$ cat config.mk
export PLATFORM = sky130hd
export DESIGN_NAME = frame_mem
export DESIGN_NICKNAME = d
export VERILOG_FILES = /design/src/verilog/frame_mem.sv
export SDC_FILE = /design/constraint.sdc
export NUM_CORES = 2
export LEC_CHECK = 0
export BUFFER_PORTS_ARGS = -buffer_cell sky130_fd_sc_hd__buf_2
export CAP_MARGIN = 10
export CORE_MARGIN = 1
export CORE_UTILIZATION = 45
export CTS_CLUSTER_DIAMETER = 100
export DETAILED_ROUTE_END_ITERATION = 10
export GPL_ROUTABILITY_DRIVEN = 1
export PLACE_DENSITY_LB_ADDON = 0.08
export REMOVE_ABC_BUFFERS = 1
export SYNTH_ARGS = -nofsm -noshare
export SYNTH_HDL_FRONTEND = slang
export SYNTH_SLANG_ARGS = --single-unit
$ cat constraint.sdc
create_clock -name clk -period 2.7 [get_ports clk]
set_input_delay 0.405 -clock clk [delete_from_list [all_inputs] [get_ports clk]]
set_output_delay 0.405 -clock clk [all_outputs]
set_load 0.01 [all_outputs]
$ cat src/verilog/frame_mem.sv
`timescale 1ns/1ps
module frame_mem #(
   parameter int DEPTH = 256,
   parameter int AW    = 8
) (
   input  wire logic          clk,
   input  wire logic          we,
   input  wire logic [AW-1:0] waddr,
   input  wire logic [7:0]    wdata,
   input  wire logic [AW-1:0] raddr,
   output logic      [7:0]    rdata
);
   logic [7:0] mem [DEPTH];

   always_ff @(posedge clk)
   begin
      if (we)
      begin
         mem[waddr] <= wdata;
      end
      rdata <= mem[raddr];
   end
endmodule : frame_mem

**Yosys cells after proc, flatten, opt, wreduce, memory -nomap -nowiden**

Memories as Yosys holds them, arrays and structs flattened. A register that Yosys moved wholly into a read port is not among the register bits.
Cells that the tools add are included.

- Bits in registers: 0
- RAM bits: 2048
- Output and inout bits: 8
- Memories: 1

- Mux-type cells: 2

Memory list:

| memory | words | bits a word | read ports | clocked after memory_dff | write ports | RTL line | RTL |
|---|---|---|---|---|---|---|---|
| mem | 256 | 8 | 1 | 1 | 1 | 13 | `logic [7:0] mem [DEPTH];` |

Operators with widths:

| cell | count |
|---|---|
| $mux W1 | 2 |

**Longest topological paths before layout**

- Depth after elaboration: 2
- Gate-level depth with buffers: 11
- Gate-level depth less buffers: 6

**Least setup slack after synthesis**

No wires, ideal clock.

- Path type: input-to-reg
- From: input raddr[0]
- To: register rdata[2], read port of mem
- Library setup time: 0.131 ns
- Data arrival time: 2.212 ns
- Data required time: 2.569 ns
- Slack: 0.357 ns
- Stages: 9
- Buffers on the path: 4
- Path through: buf_6 -> buf_12 -> buf_8 -> buf_2 -> mux4_2 -> a22oi_1 -> a21oi_1 -> nor4_1 -> nor4_2

RTL lines:

| item | RTL line | RTL |
|---|---|---|
| start: declaration | 10 | `input wire logic [AW-1:0] raddr,` |
| end: declaration | 11 | `output logic [7:0] rdata` |

==> impl_metrics.toml <==
[routing]
vias = 40958
top_layer_used = "met5"
wl_met3_um = 13950
dr_wl_met2_um = 106100
vias_per_cell = 5.889
wl_met1_um = 89940
drt-pass1-iter-count = 5
wl_per_cell_um = 31.05
drt_iter0_markers = 4375
wl_um = 216000
ant_nets = 0
drcViolationCount = 0

[cells_and_area]
stdcell_count = 6955
synthToLayoutAreaGrowth_pct = 18.68
multi_input_area_um2 = 16520
regArea_um2 = 61660
num-nets-final = 4471
drive_gt1_frac = 0.3250
num-fill-cells = 13316

[setup_path]
cp_data_arrival_time_ns = 3.33
cp.required_ns = 3.42
start_kind = "flip-flop"
worstSetupPathType = "flip-flop to flip-flop"
cp_max_fo = 1
crit_path_end_kind = "flip-flop"

[clock_tree]
cts_tree = "built"
cts_setup_buffers = 0
numCtsBuffers = 207
cts_sinks = 2056
clk_pin_slew_worst_paths_ns = 0.06
clockBufferDepth = 3
htreeDepth = 4
clk_latency_ns = 0.83
root_buffer = "clkbuf_16"

[grt]
grt_antenna_before_repair = 11
grt_pass1_vias = 42212
grt_overflow = 0
grt_max_degree = 113
grtUsageTotal = 0.2435
grt_pass1_wl_um = 309500

[sta]
final_max_slew_viol_count = 0
period_minus_slack_ns = 2.607
setup_viol = 0
relSlewSlack = 0.4212
rsz0062_at_grt = "no"
fin_skew_ns = 0.02825
fmax_mhz = 383.5
worst_pin_slew_ns = 0.8681
post-route-period-util = 0.9657
timing_hold_violations_final = 0
fin_ws_ns = 0.09272

[synthesis]
synth_edf_count = 2048
ys_seq_area_frac = 0.7750
ys_ff_latch = 2056
yosys.cell_types.count = 55
syn_avg_cell_area_um2 = 21.31
ys_async_sr_fraction = 0
synth_flop_cell = "edfxtp_1"
syn_area_um2 = 79560
ys_warn_count = 0
synthCells = 3733

[floorplan]
fp.coreArea_um2 = 174800
rows = 153
initial_core_util = 0.4552
ios = 34
die_x_um = 422.5
die-area_um2 = 178500
die_y_um = 422.5

[place]
globalplace.congestion = 0.8785
portBuffers = 33
dp_hpwl_um = 143100
place_inst = 6561
preCtsSetupSlack_ns = -0.9259

[min_path]
hold_path.class = "input port to flip-flop"

[power_and_ir_drop]
powerDensity_nw_per_um2 = 715.4
fin_total_pwr_mw = 67.55
peakVddDrop_mv = 0.6562
p_leak_nw = 30.66

[outcome]
status = "finished clean"

[flow_run]
max_cap_viol_count = 0
-- final cells by class --
type | count | area share
antenna | 9 | 0.0002385
clock buffer | 267 | 0.05892
clock inverter | 118 | 0.01260
inverter | 2 | 0.00007951
multi-input combinational | 1442 | 0.1749
sequential | 2056 | 0.6530
tap | 2325 | 0.03081
timing repair buffer | 736 | 0.06939
-- report_power, final --
group	internal (mW)	switching, mW	leakage, nW
combinational	1.50	2.28	8.89
clock	16.8	11.8	3.30
sequential	35.2	0.0686	18.5
total	53.4	14.1	30.7
-- layer usage --
metal	vias up	global-route usage
met3	318	0.03873
met1	21975	0.3406
li1	17161	-
met2	1498	0.3966
met5	-	0
met4	6	0.07071
-- cell usage in the layout, fill, tap and decap left out, types with 13 or more instances in the layout --
cell       instances
edfxtp_1        2048
buf_4            624
mux4_2           454
nor2_1           279
clkbuf_16        213
mux2i_1          134
a22oi_1          133
a21oi_1           96
buf_12            81
clkbuf_1          51
clkinv_1          48
o221ai_1          46
clkinv_2          35
nand3_1           34
nand2_1           33
o22ai_1           28
nor2b_1           28
bufinv_16         24
buf_2             21
nor3_1            20
nor4_1            20
a211oi_1          16
a221oi_1          13
-- logic make-up (layout without fill, tap and decap cells) --
kind of cell,Yosys count,count (layout),share of synthesized area
buffers and inverters,235,1123,0.01831
DFF,2056,2056,0.7750
other,0,9,0
and+or+nand+nor,466,466,0.02628
AOI/OAI and AO/OA,385,385,0.03419
muxes,591,591,0.1462
-- cells in the mapped netlist (2+ instances only) --
cell | number | share of area
edfxtp_1 | 2048 | 0.77
mux4_2 | 454 | 0.13
nor2_1 | 282 | 0.013
mux2i_1 | 134 | 0.017
a22oi_1 | 133 | 0.013
clkbuf_1 | 111 | 0.0052
a21oi_1 | 96 | 0.0060
o221ai_1 | 46 | 0.0051
nand3_1 | 34 | 0.0021
nand2_1 | 33 | 0.0016
buf_2 | 31 | 0.0020
nor2b_1 | 31 | 0.0024
o22ai_1 | 28 | 0.0022
buf_4 | 27 | 0.0025
nor4_1 | 24 | 0.0019
buf_1 | 22 | 0.0010
nor3_1 | 22 | 0.0014
buf_6 | 21 | 0.0030
a211oi_1 | 16 | 0.0015
a221oi_1 | 13 | 0.0014
buf_8 | 13 | 0.0025
nand4_1 | 10 | 0.00079
o211ai_1 | 10 | 0.00094
o21ai_0 | 10 | 0.00063
a22o_1 | 8 | 0.00088
buf_12 | 8 | 0.0020
dfxtp_1 | 8 | 0.0020
nand2b_1 | 8 | 0.00063
and2_1 | 6 | 0.00047
o22a_1 | 5 | 0.00055
o32ai_1 | 4 | 0.00044
or2_2 | 4 | 0.00031
nor4_2 | 3 | 0.00047
a2111oi_0 | 2 | 0.00022
a2111oi_1 | 2 | 0.00025
a311oi_1 | 2 | 0.00022
a31oi_1 | 2 | 0.00016
and3b_1 | 2 | 0.00022
mux4_1 | 2 | 0.00066
nand3b_1 | 2 | 0.00019
o21ai_1 | 2 | 0.00013
-- metrics by stage --
step	TNS, ns	util	instance area (um2)	hold slack, ns
2_1_floorplan	-0.5765	-	78110	0.5039
4_1_cts	0	0.5400	94380	0.01257
5_1_grt	0	0.5401	94400	0.03114
6_report	0	0.5402	94420	0.06772
3_3_place_gp	-6.830	0.5012	87590	0.8889
3_5_place_dp	-5.691	0.5012	87610	0.9111
-- worst paths after layout --
path,start,endpoint,slack (ns),cells after the start
worst max-delay path,mem[155][6]$_DFFE_PP_,rdata[6]$_DFF_P_,0.09,7
worst min-delay path,wdata[4],mem[60][4]$_DFFE_PP_,0.07,1
worst max register to register,mem[155][6]$_DFFE_PP_,rdata[6]$_DFF_P_,0.09,7
worst min register to register,mem[32][5]$_DFFE_PP_,rdata[5]$_DFF_P_,1.08,7
-- state kept, by name, indices dropped and copies added (netlist names) --
register and count:
mem 2048, rdata 8
-- critical path, cell delays in order, from the launching register on --
cell and delay, ns:
edfxtp_1 0.36, mux4_2 0.49, a22oi_1 0.33, a21oi_1 0.17
buf_4 0.18, nor4_1 0.63, buf_4 0.28, nor4_2 0.06
-- repair_timing --
item / in CTS / in global routing
pin swaps: 0 / 0
setup endpoints to repair: 3 / 1
hold buffers: 0 / 0
resized for setup: 4 / 2
No activity file was read; power rests on OpenSTA's default activity.
